==> src/pkg/dec_map.svh <==
// Register offsets, field layout, reset values and timing for the counter timer
`ifndef DEC_MAP_SVH
`define DEC_MAP_SVH
// ****************************************
// Register byte offsets
// ****************************************
`define DEC_OFS_SELECT 6'h00
`define DEC_OFS_INC_SRC 6'h04
`define DEC_OFS_INC_ACT 6'h08
`define DEC_OFS_DELAY 6'h0c
`define DEC_OFS_DURATION 6'h10
`define DEC_OFS_TRG_SRC 6'h14
`define DEC_OFS_TRG_ACT 6'h18
`define DEC_OFS_RST_SRC 6'h1c
`define DEC_OFS_RST_ACT 6'h20
`define DEC_OFS_COUNT 6'h24
`define DEC_OFS_CAPTURED 6'h28
`define DEC_OFS_STATE 6'h2c
// ****************************************
// Field positions and reset values
// ****************************************
`define DEC_SEL_BIT 0
`define DEC_SRC_MSB 4
`define DEC_ACT_MSB 2
`define DEC_SRC_OFF 5'h00
`define DEC_ACT_RST 3'h3
`define DEC_CNT_RST 32'h0000_0000
`define DEC_CNT_MAX 32'hffff_ffff
// Sources that are already one-cycle events
`define DEC_PULSE_MASK 32'h0003_3c02
// ****************************************
// Timing
// ****************************************
`define DEC_TICK_NS 1000
`define DEC_CLK_NS 40
`define DEC_TICK_CYC (`DEC_TICK_NS / `DEC_CLK_NS)
`endif

==> src/pkg/dec_pkg.sv <==
// Types and the event qualifier shared by the counter timer modules
package dec_pkg;
   // Activation codes in register order
   typedef enum logic [2:0] {
      act_level_low, act_level_high, act_falling, act_rising, act_any
   } dec_act_type;
   // Unit states in status register order
   typedef enum logic [2:0] {
      state_idle, state_awaiting_trigger, state_running, state_done, state_wrapped
   } dec_state_type;
   // Whole state of one counter unit
   typedef struct packed {
      dec_state_type state;
      logic [31:0] count;
      logic [31:0] captured;
      logic start_ev;
      logic end_ev;
      logic prev_inc;
      logic prev_trg;
      logic prev_rst;
   } dec_unit_type;
   // Whole state of the top level
   typedef struct packed {
      logic sel;
      logic waitreq;
      logic [31:0] rdata;
      logic [1:0][4:0] inc_src;
      logic [1:0][2:0] inc_act;
      logic [1:0][31:0] delay;
      logic [1:0][31:0] duration;
      logic [1:0][4:0] trg_src;
      logic [1:0][2:0] trg_act;
      logic [1:0][4:0] rst_src;
      logic [1:0][2:0] rst_act;
      logic [3:0] line_s1;
      logic [3:0] line_s2;
      logic [4:0] tick_cnt;
      logic tick;
   } dec_top_type;
   // Turns a raw source into a hit: a pulse source as it is, any other by its activation
   function automatic logic dec_qualify(input logic [2:0] act, input logic cur,
                                        input logic prev, input logic pulse);
      logic hit;
      hit = 1'b0;
      if (pulse) begin
         hit = cur;
      end else begin
         case (dec_act_type'(act))
            act_level_low: hit = !cur;
            act_level_high: hit = cur;
            act_falling: hit = prev && !cur;
            act_rising: hit = !prev && cur;
            act_any: hit = prev != cur;
            default: hit = 1'b0;
         endcase
      end
      return hit;
   endfunction
endpackage

==> src/verilog/dec_top.sv <==
// Dual event counter timer with Avalon-MM register access
//
// Local design decisions: register access over Avalon-MM and the register offsets.
`timescale 1ns/1ps
`include "dec_map.svh"
// How it works
// - Two units, chosen by a select bit
// - Increment on a selectable event source
// - Qualify increment by its activation mode
// - Start event when count reaches delay
// - End event when count reaches duration
// - Trigger and reset source mutually exclusive
// - Unit starts counting on trigger source
// - Qualify trigger by its activation mode
// - Reset source clears count, restarting a done or wrapped unit
// - Qualify reset by its activation mode
// - Live count of selected unit readable
// - Count captured on unit reset
// - State of selected unit readable
// - States idle, awaiting, running, done, wrapped
module dec_top (
   input wire logic mclk_in, // System clock, 25 MHz
   input wire logic rst_in, // Synchronous reset, active high
   input wire logic [5:0] avs_address_in, // Byte address
   input wire logic avs_read_in, // Read request
   input wire logic avs_write_in, // Write request
   input wire logic [31:0] avs_writedata_in, // Write data
   input wire logic [3:0] avs_byteenable_in, // Byte lanes
   output logic [31:0] avs_readdata_out, // Read data
   output logic avs_waitrequest_out, // Stall until answer
   input wire logic [3:0] line_in, // Camera I/O lines, asynchronous
   input wire logic [3:0] user_output_in, // User output levels
   input wire logic [1:0] logic_block_in, // Logic block outputs
   input wire logic exposure_start_in, // Exposure start pulse
   input wire logic exposure_end_in, // Exposure end pulse
   input wire logic frame_trigger_waiting_in, // Waiting for frame trigger
   output logic [1:0] unit_start_event_out, // Start event pulses
   output logic [1:0] unit_end_event_out // End event pulses
);
   // ****************************************
   // State and internal signals
   // ****************************************
   dec_pkg::dec_top_type st, next_st;
   logic [31:0] src_vec;
   logic [1:0][31:0] cnt;
   logic [1:0][31:0] cap;
   logic [1:0][2:0] ust;
   logic [1:0] sev;
   logic [1:0] eev;
   logic req;
   logic take_wr;
   logic [31:0] wmerged;
   logic [31:0] rd;

   // Byte lane merge of write data into an old value
   function automatic logic [31:0] dec_merge(input logic [31:0] old,
                                             input logic [31:0] wd,
                                             input logic [3:0] be);
      logic [31:0] res;
      res = old;
      for (int b = 0; b < 4; b++) begin
         if (be[b]) begin
            res[b*8 +: 8] = wd[b*8 +: 8];
         end
      end
      return res;
   endfunction

   // ****************************************
   // Source vector
   // ****************************************
   // Code order: off, tick, lines, user, starts, ends, blocks, exposure, wait
   assign src_vec = {13'h0000,
                     frame_trigger_waiting_in,
                     exposure_end_in,
                     exposure_start_in,
                     logic_block_in,
                     eev[1],
                     eev[0],
                     sev[1],
                     sev[0],
                     user_output_in,
                     st.line_s2,
                     st.tick,
                     1'b0};

   // ****************************************
   // Counter units
   // ****************************************
   // One unit per counter, both fed from the shared vector
   for (genvar u = 0; u < 2; u++) begin : g_unit
      dec_unit u_unit (
         .mclk_in(mclk_in),
         .rst_in(rst_in),
         .src_vec_in(src_vec),
         .inc_src_in(st.inc_src[u]),
         .inc_act_in(st.inc_act[u]),
         .trg_src_in(st.trg_src[u]),
         .trg_act_in(st.trg_act[u]),
         .rst_src_in(st.rst_src[u]),
         .rst_act_in(st.rst_act[u]),
         .delay_in(st.delay[u]),
         .duration_in(st.duration[u]),
         .count_out(cnt[u]),
         .captured_out(cap[u]),
         .state_out(ust[u]),
         .start_out(sev[u]),
         .end_out(eev[u])
      );
   end

   assign unit_start_event_out = sev;
   assign unit_end_event_out = eev;

   // ****************************************
   // Register bus
   // ****************************************
   // A write lands at the edge where waitrequest is seen low
   assign req = avs_read_in || avs_write_in;
   assign take_wr = avs_write_in && !st.waitreq;

   // Merged write value over the addressed register
   always_comb begin
      wmerged = 32'h0;
      case (avs_address_in)
         `DEC_OFS_SELECT: wmerged = dec_merge({31'h0, st.sel}, avs_writedata_in,
                                              avs_byteenable_in);
         `DEC_OFS_INC_SRC: wmerged = dec_merge({27'h0, st.inc_src[st.sel]},
                                               avs_writedata_in, avs_byteenable_in);
         `DEC_OFS_INC_ACT: wmerged = dec_merge({29'h0, st.inc_act[st.sel]},
                                               avs_writedata_in, avs_byteenable_in);
         `DEC_OFS_DELAY: wmerged = dec_merge(st.delay[st.sel], avs_writedata_in,
                                             avs_byteenable_in);
         `DEC_OFS_DURATION: wmerged = dec_merge(st.duration[st.sel], avs_writedata_in,
                                                avs_byteenable_in);
         `DEC_OFS_TRG_SRC: wmerged = dec_merge({27'h0, st.trg_src[st.sel]},
                                               avs_writedata_in, avs_byteenable_in);
         `DEC_OFS_TRG_ACT: wmerged = dec_merge({29'h0, st.trg_act[st.sel]},
                                               avs_writedata_in, avs_byteenable_in);
         `DEC_OFS_RST_SRC: wmerged = dec_merge({27'h0, st.rst_src[st.sel]},
                                               avs_writedata_in, avs_byteenable_in);
         `DEC_OFS_RST_ACT: wmerged = dec_merge({29'h0, st.rst_act[st.sel]},
                                               avs_writedata_in, avs_byteenable_in);
         default: wmerged = 32'h0;
      endcase
   end

   // Read mux; unmapped offsets read as zero
   always_comb begin
      rd = 32'h0;
      case (avs_address_in)
         `DEC_OFS_SELECT: rd = {31'h0, st.sel};
         `DEC_OFS_INC_SRC: rd = {27'h0, st.inc_src[st.sel]};
         `DEC_OFS_INC_ACT: rd = {29'h0, st.inc_act[st.sel]};
         `DEC_OFS_DELAY: rd = st.delay[st.sel];
         `DEC_OFS_DURATION: rd = st.duration[st.sel];
         `DEC_OFS_TRG_SRC: rd = {27'h0, st.trg_src[st.sel]};
         `DEC_OFS_TRG_ACT: rd = {29'h0, st.trg_act[st.sel]};
         `DEC_OFS_RST_SRC: rd = {27'h0, st.rst_src[st.sel]};
         `DEC_OFS_RST_ACT: rd = {29'h0, st.rst_act[st.sel]};
         `DEC_OFS_COUNT: rd = cnt[st.sel];
         `DEC_OFS_CAPTURED: rd = cap[st.sel];
         `DEC_OFS_STATE: rd = {29'h0, ust[st.sel]};
         default: rd = 32'h0;
      endcase
   end

   // ****************************************
   // Next state
   // ****************************************
   always_comb begin
      next_st = st;
      // Two-flop synchroniser for the camera lines
      next_st.line_s1 = line_in;
      next_st.line_s2 = st.line_s1;
      // Microsecond tick from the system clock
      next_st.tick = 1'b0;
      if (st.tick_cnt == 5'(`DEC_TICK_CYC - 1)) begin
         next_st.tick_cnt = 5'h00;
         next_st.tick = 1'b1;
      end else begin
         next_st.tick_cnt = st.tick_cnt + 5'h01;
      end
      // Bus handshake: one stall cycle, then the answer
      if (req && st.waitreq) begin
         next_st.waitreq = 1'b0;
         next_st.rdata = rd;
      end else begin
         next_st.waitreq = 1'b1;
      end
      // Register writes: the unit select, or a field of the selected unit
      if (take_wr) begin
         case (avs_address_in)
            `DEC_OFS_SELECT: next_st.sel = wmerged[`DEC_SEL_BIT];
            `DEC_OFS_INC_SRC: next_st.inc_src[st.sel] = wmerged[`DEC_SRC_MSB:0];
            `DEC_OFS_INC_ACT: next_st.inc_act[st.sel] = wmerged[`DEC_ACT_MSB:0];
            `DEC_OFS_DELAY: next_st.delay[st.sel] = wmerged;
            `DEC_OFS_DURATION: next_st.duration[st.sel] = wmerged;
            `DEC_OFS_TRG_SRC: begin
               next_st.trg_src[st.sel] = wmerged[`DEC_SRC_MSB:0];
               if (wmerged[`DEC_SRC_MSB:0] != `DEC_SRC_OFF) begin
                  next_st.rst_src[st.sel] = `DEC_SRC_OFF;
               end
            end
            `DEC_OFS_TRG_ACT: next_st.trg_act[st.sel] = wmerged[`DEC_ACT_MSB:0];
            `DEC_OFS_RST_SRC: begin
               next_st.rst_src[st.sel] = wmerged[`DEC_SRC_MSB:0];
               if (wmerged[`DEC_SRC_MSB:0] != `DEC_SRC_OFF) begin
                  next_st.trg_src[st.sel] = `DEC_SRC_OFF;
               end
            end
            `DEC_OFS_RST_ACT: next_st.rst_act[st.sel] = wmerged[`DEC_ACT_MSB:0];
            default: next_st.sel = st.sel;
         endcase
      end
   end

   // ****************************************
   // State register
   // ****************************************
   always_ff @(posedge mclk_in) begin
      if (rst_in) begin
         st <= '0;
         st.waitreq <= 1'b1;
         st.inc_act <= {2{`DEC_ACT_RST}};
         st.trg_act <= {2{`DEC_ACT_RST}};
         st.rst_act <= {2{`DEC_ACT_RST}};
      end else begin
         st <= next_st;
      end
   end

   assign avs_readdata_out = st.rdata;
   assign avs_waitrequest_out = st.waitreq;
endmodule // dec_top

==> src/verilog/dec_unit.sv <==
// One counter timer unit: qualification, counting, start and end events
`timescale 1ns/1ps
`include "dec_map.svh"
module dec_unit (
   input wire logic mclk_in, // System clock
   input wire logic rst_in, // Synchronous reset, active high
   input wire logic [31:0] src_vec_in, // All selectable sources
   input wire logic [4:0] inc_src_in, // Increment source code
   input wire logic [2:0] inc_act_in, // Increment activation
   input wire logic [4:0] trg_src_in, // Start trigger source code
   input wire logic [2:0] trg_act_in, // Start trigger activation
   input wire logic [4:0] rst_src_in, // Stop reset source code
   input wire logic [2:0] rst_act_in, // Stop reset activation
   input wire logic [31:0] delay_in, // Start delay count
   input wire logic [31:0] duration_in, // End duration count
   output logic [31:0] count_out, // Live count
   output logic [31:0] captured_out, // Count captured at reset
   output logic [2:0] state_out, // Unit state
   output logic start_out, // Start event pulse
   output logic end_out // End event pulse
);
   dec_pkg::dec_unit_type st, next_st;
   logic inc_on, trg_on, rst_on, inc_hit, trg_hit, rst_hit;
   logic [31:0] pmask;

   // Qualified hits of the three selected sources
   assign pmask = `DEC_PULSE_MASK;
   assign inc_on = inc_src_in != `DEC_SRC_OFF;
   assign trg_on = trg_src_in != `DEC_SRC_OFF;
   assign rst_on = rst_src_in != `DEC_SRC_OFF;
   assign inc_hit = inc_on && dec_pkg::dec_qualify(inc_act_in, src_vec_in[inc_src_in],
      st.prev_inc, pmask[inc_src_in]);
   assign trg_hit = trg_on && dec_pkg::dec_qualify(trg_act_in, src_vec_in[trg_src_in],
      st.prev_trg, pmask[trg_src_in]);
   assign rst_hit = rst_on && dec_pkg::dec_qualify(rst_act_in, src_vec_in[rst_src_in],
      st.prev_rst, pmask[rst_src_in]);

   // Next state of the unit
   always_comb begin
      next_st = st;
      next_st.start_ev = 1'b0;
      next_st.end_ev = 1'b0;
      next_st.prev_inc = src_vec_in[inc_src_in];
      next_st.prev_trg = src_vec_in[trg_src_in];
      next_st.prev_rst = src_vec_in[rst_src_in];
      if (!inc_on) begin
         next_st.state = dec_pkg::state_idle;
      end else begin
         case (st.state)
            dec_pkg::state_idle: begin
               next_st.count = `DEC_CNT_RST;
               next_st.state = trg_on ? dec_pkg::state_awaiting_trigger
                                      : dec_pkg::state_running;
            end
            dec_pkg::state_awaiting_trigger: begin
               if (trg_hit) begin
                  next_st.state = dec_pkg::state_running;
               end
            end
            dec_pkg::state_running: begin
               if (rst_hit) begin
                  next_st.captured = st.count;
                  next_st.count = `DEC_CNT_RST;
               end else if (inc_hit) begin
                  next_st.count = st.count + 32'h1;
                  if (st.count == `DEC_CNT_MAX) begin
                     next_st.state = dec_pkg::state_wrapped;
                  end
                  if (st.count + 32'h1 == delay_in) begin
                     next_st.start_ev = 1'b1;
                  end
                  if (st.count + 32'h1 == duration_in) begin
                     next_st.end_ev = 1'b1;
                     next_st.state = dec_pkg::state_done;
                  end
               end
            end
            dec_pkg::state_done, dec_pkg::state_wrapped: begin
               if (rst_hit) begin
                  next_st.captured = st.count;
                  next_st.count = `DEC_CNT_RST;
                  next_st.state = dec_pkg::state_running;
               end else if (trg_hit) begin
                  next_st.count = `DEC_CNT_RST;
                  next_st.state = dec_pkg::state_running;
               end
            end
            default: next_st.state = dec_pkg::state_idle;
         endcase
      end
   end

   // State register
   always_ff @(posedge mclk_in) begin
      if (rst_in) begin
         st <= '0;
      end else begin
         st <= next_st;
      end
   end

   assign count_out = st.count;
   assign captured_out = st.captured;
   assign state_out = st.state;
   assign start_out = st.start_ev;
   assign end_out = st.end_ev;
endmodule // dec_unit
==> config.mk <==
export PLATFORM = sky130hd
export DESIGN_NAME = dec_top
export DESIGN_NICKNAME = d
export VERILOG_FILES = /design/src/pkg/dec_pkg.sv /design/src/verilog/dec_top.sv /design/src/verilog/dec_unit.sv
export VERILOG_INCLUDE_DIRS = /design/src /design/src/pkg
export SDC_FILE = /design/constraint.sdc
export NUM_CORES = 1
export LEC_CHECK = 0
export ABC_AREA = 0
export BUFFER_PORTS_ARGS = -buffer_cell sky130_fd_sc_hd__buf_2
export CORE_MARGIN = 2
export CORE_UTILIZATION = 45
export DETAILED_ROUTE_END_ITERATION = 6
export MAX_ROUTING_LAYER = met4
export PLACE_DENSITY = 0.66
export SYNTH_ARGS = -nofsm -noshare
export SYNTH_HDL_FRONTEND = slang
export SYNTH_SLANG_ARGS = --single-unit
==> constraint.sdc <==
create_clock -name mclk_in -period 5.3 [get_ports mclk_in]
set_clock_uncertainty 0.1 [all_clocks]
set_input_delay 0.265 -clock mclk_in [delete_from_list [all_inputs] [get_ports mclk_in]]
set_output_delay 0.265 -clock mclk_in [all_outputs]
set_load 0.005 [all_outputs]
==> results_dict.tcl, run 1 <==
set metrics [dict create \
    required_ns 5.64 \
    hold_slack_ns 0.02024 \
    num_vias 22256 \
    total_power_mw 6.247 \
    wl_met3_mm 9.520 \
    wl_per_cell_um 25.59 \
    place_inst 3363 \
    antenna_found_initial 3 \
    wl_met2_mm 37.69 \
    grt-ovfl-total 0 \
    multi_input_area_um2 13930 \
    avgViaCountPerCell 6.445 \
    nFillCells 4836 \
    syn_area_um2 22830 \
    drive_gt1_share_pct 10.80 \
    comb_power_share_pct 3.5 \
    yosysSeqAreaShare_pct 32.80 \
    grt_pass1_wl_mm 132.2 \
    dieArea_um2 52550 \
    die_h_um 229.2 \
    drt-pass1-iter-count 5 \
    cts-root-buf "clkbuf_16" \
    synthCells 2826 \
    grt_usage_pct 33.66 \
    chipWidth_um 229.2 \
    clkLatencyLatePin_ns 0.60 \
    slew_headroom_pct 10.87 \
    endpoint_kind "register" \
    clock-sinks 374 \
    start_util_pct 45.59 \
    worst_pin_slew_ns 1.334 \
    rows 82 \
    portBuffers 95 \
    area.growth.synth_to_final_pct 9.625 \
    period_share_pct 93.08 \
    ctsLongestPathBuffers 3 \
    critical_path_class "reg -> reg" \
    drcViolationCount 0 \
    outcome "finished clean" \
    seqCellArea_um2 7491 \
    utilization_pct 49.98 \
    grt_max_degree 180 \
    wl_met1_mm 38.43 \
    fin_crit_ns 4.933 \
    critPathArrivalTime_ns 5.27 \
    synth-seq-cells 374 \
    power_density_nw_per_um2 249.6 \
    htree_num_levels 2 \
    switching_power_mw 1.473 \
    power_frac_clock_pct 51.3 \
    ys.flop_type "dfxtp_1" \
    slew_violations 0 \
    stdcell_count 3453 \
    async_reset_ff_share_pct 0 \
    synth_edf_count 0 \
    finalSetupViolations 0 \
    path_max_fanout 27 \
    syn_nets 2907 \
    final_cell_mix "dfxtp_1, nor2_1, nand2_1, mux2i_1, a21oi_1" \
    ys_warn_count 0 \
    fin_nets 2827 \
    peakVddDrop_mv 0.1975 \
    cts_tree "done" \
    clock.fmax_ghz 0.2027 \
    rsz0062_at_grt "false" \
    avgSynthCellArea_um2 8.078 \
    min_path_type "in -> reg" \
    pre_cts_ws_ns 0.4805 \
    drt.antenna.violating_nets 0 \
    yosysUniqueCellTypes 85 \
    p_sw_share_pct 23.57 \
    p_leak_nw 8.145 \
    hold_viol 0 \
    highest_layer "met4" \
    core_area_um2 50070 \
    grt_pass1_vias 20519 \
    wl_mm 88.37 \
    internal-power_mw 4.774 \
    place_area_um2 23440 \
    finalWorstSetupSlack_ns 0.3667 \
    final_common_cell "dfxtp_1" \
    drv_cap 0 \
    stdcell_area_um2 25030 \
    dp.final_hpwl_mm 62.32 \
    startpoint_type "register" \
    cts_buffers 44 \
    io_pins 96 \
    tns_ns 0 \
    drtIter0Drc 3335 \
    seq_power_share_pct 45.2 \
    gp_congestion 1.024 \
    clkTransAtPathRegs_ns 0.07 \
]
## timing repair
| item | in CTS | in global routing |
|---|---|---|
| buffers inserted | 0 | 0 |
| hold endpoints to repair | 13 | 0 |
| hold buffers | 9 | 0 |
| gates resized for setup | 0 | 0 |
## critical path, cell delays in order, from the launching register on
cell      delay [ns]
dfxtp_1         0.57
mux2i_1         0.17
o211a_1         0.22
or4_1           0.59
or2_2           0.35
ha_1            0.31
nor3b_1         0.21
a311o_1         0.18
a21oi_1         0.08
o22ai_1         0.14
o211ai_1        0.18
a21bo_2         0.22
o21ai_0         0.17
a21oi_4         0.76
buf_4           0.32
nand2b_1        0.12
a21oi_1         0.06
## routing by layer
layer	vias to the layer above	track usage, %
met3	171	7.296
met5	-	-
li1	10024	-
met2	1348	48.44
met4	0	10.82
met1	10713	46.74
## kinds of logic (layout without fill, tap and decap cells)
family                   after synthesis  after routing  share of synthesized area (%)
AND/OR/NAND/NOR                      998            998                          20.75
AO/OA/AOI/OAI                        696            696                          21.21
flip-flops                           374            374                          32.80
buffers and inverters                349            300                          6.621
multiplexers                         205            205                          10.06
XOR/XNOR                             182            182                          7.355
adder cells (fa/ha/maj)               22             22                          1.206
other                                  0              4                              0
## sequential cells by signal, indices dropped and copies added (netlist names), named ones only
signal                      count
g_unit.u_unit.start_out         2
g_unit.u_unit.end_out           2
g_unit.u_unit.count_out        64
src_vec                         5
g_unit.u_unit.state_out         6
st                            182
avs_readdata_out               32
g_unit.u_unit.captured_out     64
avs_waitrequest_out             1
next_st                         4
g_unit.u_unit.st                6
## cell usage after synthesis, types with 26 or more instances
cell type	instances	area share [%]
o221ai_1	30	1.2
a211oi_1	94	3.1
xor2_1	72	2.8
nor4_1	30	0.82
inv_1	62	1.0
a21o_1	30	0.99
mux2i_1	172	7.5
o211ai_1	27	0.89
xnor2_1	104	4.0
nor2_1	347	5.7
dfxtp_1	374	33
nand4_1	37	1.0
clkbuf_1	217	3.6
a31oi_1	26	0.71
and3_1	26	0.71
nand2_1	237	3.9
a221oi_1	34	1.3
a22oi_1	62	2.0
nand3_1	68	1.5
o21ai_0	69	1.5
a21oi_1	169	3.7
nand2b_1	30	0.82
buf_4	37	1.2
nor3_1	68	1.5
a311oi_1	30	1.2
## area by class of cell
class | count | area share (%)
antenna | 4 | 0.04000
clock buffer | 56 | 4.820
clock inverter | 21 | 1.100
inverter | 62 | 0.9300
multi-input combinational | 2103 | 55.66
sequential | 374 | 29.93
tap | 672 | 3.360
timing repair buffer | 161 | 4.160
## power by group through the flow
stage	combinational, mW	sequential [mW]	clock, mW
finish	0.222	2.82	3.20
global route	0.231	2.82	3.33
CTS	0.214	2.82	3.23
detailed placement	0.208	2.89	0
global placement	0.204	2.89	0
floorplan	0.114	2.88	0
## path summary, 6_finish.rpt
| check | start | end | slack, ns | cells after the start |
|---|---|---|---|---|
| max | st[42] | g_unit[1].u_unit.count_out[10] | 0.37 | 16 |
| min reg2reg | next_st[8] | src_vec[4] | 0.34 | 1 |
| max reg2reg | st[42] | g_unit[1].u_unit.count_out[10] | 0.37 | 16 |
| min | avs_writedata_in[13] | st[155] | 0.02 | 3 |
(Power assumes the default switching activity.)
==> inputs of run 2 (changes only) <==
CORE_UTILIZATION = 30   (was 45)
PLACE_DENSITY = 0.5   (was 0.66)
==> run 2 against run 1 <==
Against the previous run:
- fmax rose by 4.4%
- sequential power barely moved
- power barely moved
- global-route usage fell by 10 points
- non-clock buffer count rose by 8
- critical path type unchanged
- largest cell class unchanged
==> results_dict.tcl, run 2 (synthesized netlist as in run 1, its figures left out) <==
set metrics [dict create \
    path_max_fanout 32 \
    fin_nets 2835 \
    htree_num_levels 2 \
    hold_viol 0 \
    grt-busiest-layer "met2" \
    use_met2_pct 36.34 \
    stdcell_area_um2 25440 \
    hold_slack_ns 0.03618 \
    rows 101 \
    seqCellArea_um2 7491 \
    num_vias 21892 \
    final_cell_mix "dfxtp_1, nor2_1, nand2_1, mux2i_1, a21oi_1" \
    gr-usage-met3_pct 4.220 \
    critical_path_class "reg -> reg" \
    met1_usage_pct 30.59 \
    core_area_um2 75700 \
    worst_pin_slew_ns 1.157 \
    ctsLongestPathBuffers 3 \
    cts_tree "done" \
    finalSetupViolations 0 \
    slew_violations 0 \
    antenna_found_initial 3 \
    cts_resized 0 \
    dieArea_um2 78320 \
    nFillCells 7804 \
    largest_register_ffs 182 \
    utilization_pct 33.61 \
    portBuffers 95 \
    grt_pass1_vias 20708 \
    final_common_cell "dfxtp_1" \
    critPathSlowestCell "dfxtp_1" \
    pre_cts_ws_ns 0.5899 \
    stdcell_count 3763 \
    grt-ovfl-total 0 \
    cts-root-buf "clkbuf_16" \
    drt.antenna.violating_nets 0 \
    place_inst 3679 \
    cpPeakStageDelay_ns 0.60 \
    crit_path_start "g_unit[1].u_unit.end_out" \
    largest_register "st" \
    period_share_pct 89.13 \
    clock-sinks 374 \
    clock.fmax_ghz 0.2117 \
    io_pins 96 \
    drt-pass1-iter-count 6 \
    tns_ns 0 \
    drtIter0Drc 2210 \
    grt_max_degree 193 \
    slew_headroom_pct 22.13 \
    chipWidth_um 279.9 \
    grt_pass1_wl_mm 135.5 \
    critPathArrivalTime_ns 5.14 \
    clkTransAtPathRegs_ns 0.06 \
    drv_cap 0 \
    startpoint_type "register" \
    dp.final_hpwl_mm 64.64 \
    area.growth.synth_to_final_pct 11.44 \
    cts_setup_buffers 0 \
    power_density_nw_per_um2 245.5 \
    drcViolationCount 0 \
    regToRegStartpoint "g_unit[1].u_unit.end_out" \
    path_cells "mux4_2 -> mux2i_1 -> a21oi_1 -> nand2_1 -> ha_1 -> nor3b_1 -> a311o_1 -> a221oi_1 -> a31o_2 -> a21oi_1 -> nor3_2 -> buf_4 -> nand3_1 -> nor4_1 -> buf_4" \
    rrSetupSlack_ns 0.58 \
    die_h_um 279.9 \
    cts_buffers 44 \
    finalWorstSetupSlack_ns 0.5761 \
    wl_per_cell_um 24.18 \
    peakVddDrop_mv 0.1965 \
    ctsHoldBuffers 7 \
    required_ns 5.72 \
    grt_usage_pct 23.41 \
    fin_crit_ns 4.724 \
    start_util_pct 30.16 \
    rsz0062_at_grt "false" \
    avgViaCountPerCell 5.818 \
    gp_congestion 0.9874 \
    regToRegEndpoint "g_unit[1].u_unit.start_out" \
    worstSetupEndpoint "g_unit[1].u_unit.start_out" \
    total_power_mw 6.245 \
    reg2reg_depth 15 \
    endpoint_kind "register" \
    drive_gt1_share_pct 10.92 \
    clkLatencyLatePin_ns 0.59 \
    multi_input_area_um2 13930 \
    place_area_um2 23890 \
    wl_mm 90.99 \
    outcome "finished clean" \
    min_path_type "in -> reg" \
    p_leak_nw 8.171 \
]
-- run 2: layout make-up --
cell class	count	area share [%]
diodes	2	0.01967
clock buffers	64	5.061
clock inverters	11	0.7426
inverters	62	0.9148
multi-input cells	2103	54.75
flip-flops and latches	374	29.44
well taps	978	4.810
repair buffers	169	4.259
-- run 2: worst min-delay path by stage --
stage	startpoint	endpoint	slack [ns]	cells past startpoint
final	avs_writedata_in[28]	st[74]	0.04	3
after CTS	avs_writedata_in[28]	st[106]	0.007	3
after floorplan	line_in[0]	next_st[6]	0.29	1
after global placement	next_st[8]	src_vec[4]	0.32	1
after detailed placement	next_st[6]	src_vec[2]	0.33	1
after global routing	avs_writedata_in[12]	st[58]	0.05	3
-- run 2: worst max-delay path: cells and delay by family, from the launching register on --
| kind | cells | cell delay, ns |
|---|---|---|
| compound gates | 5 | 1.35 |
| fa+ha+maj | 1 | 0.32 |
| buf+inv | 2 | 0.62 |
| flops | 1 | 0.60 |
| mux | 2 | 0.40 |
| simple gates | 5 | 1.27 |
-- run 2: per-layer routing --
layer | share of wire [%] | wire (µm)
met3 | 7.9 | 7208
met1 | 43 | 39440
met4 | 3.5 | 3153
met2 | 45 | 41200
met5 | 0 | 0
-- run 2: power by group --
part,switching [mW],total [mW],internal (mW)
registers,0.00776,2.82,2.82
logic,0.165,0.222,0.0566
clock network,1.28,3.20,1.92
total,1.45,6.25,4.79
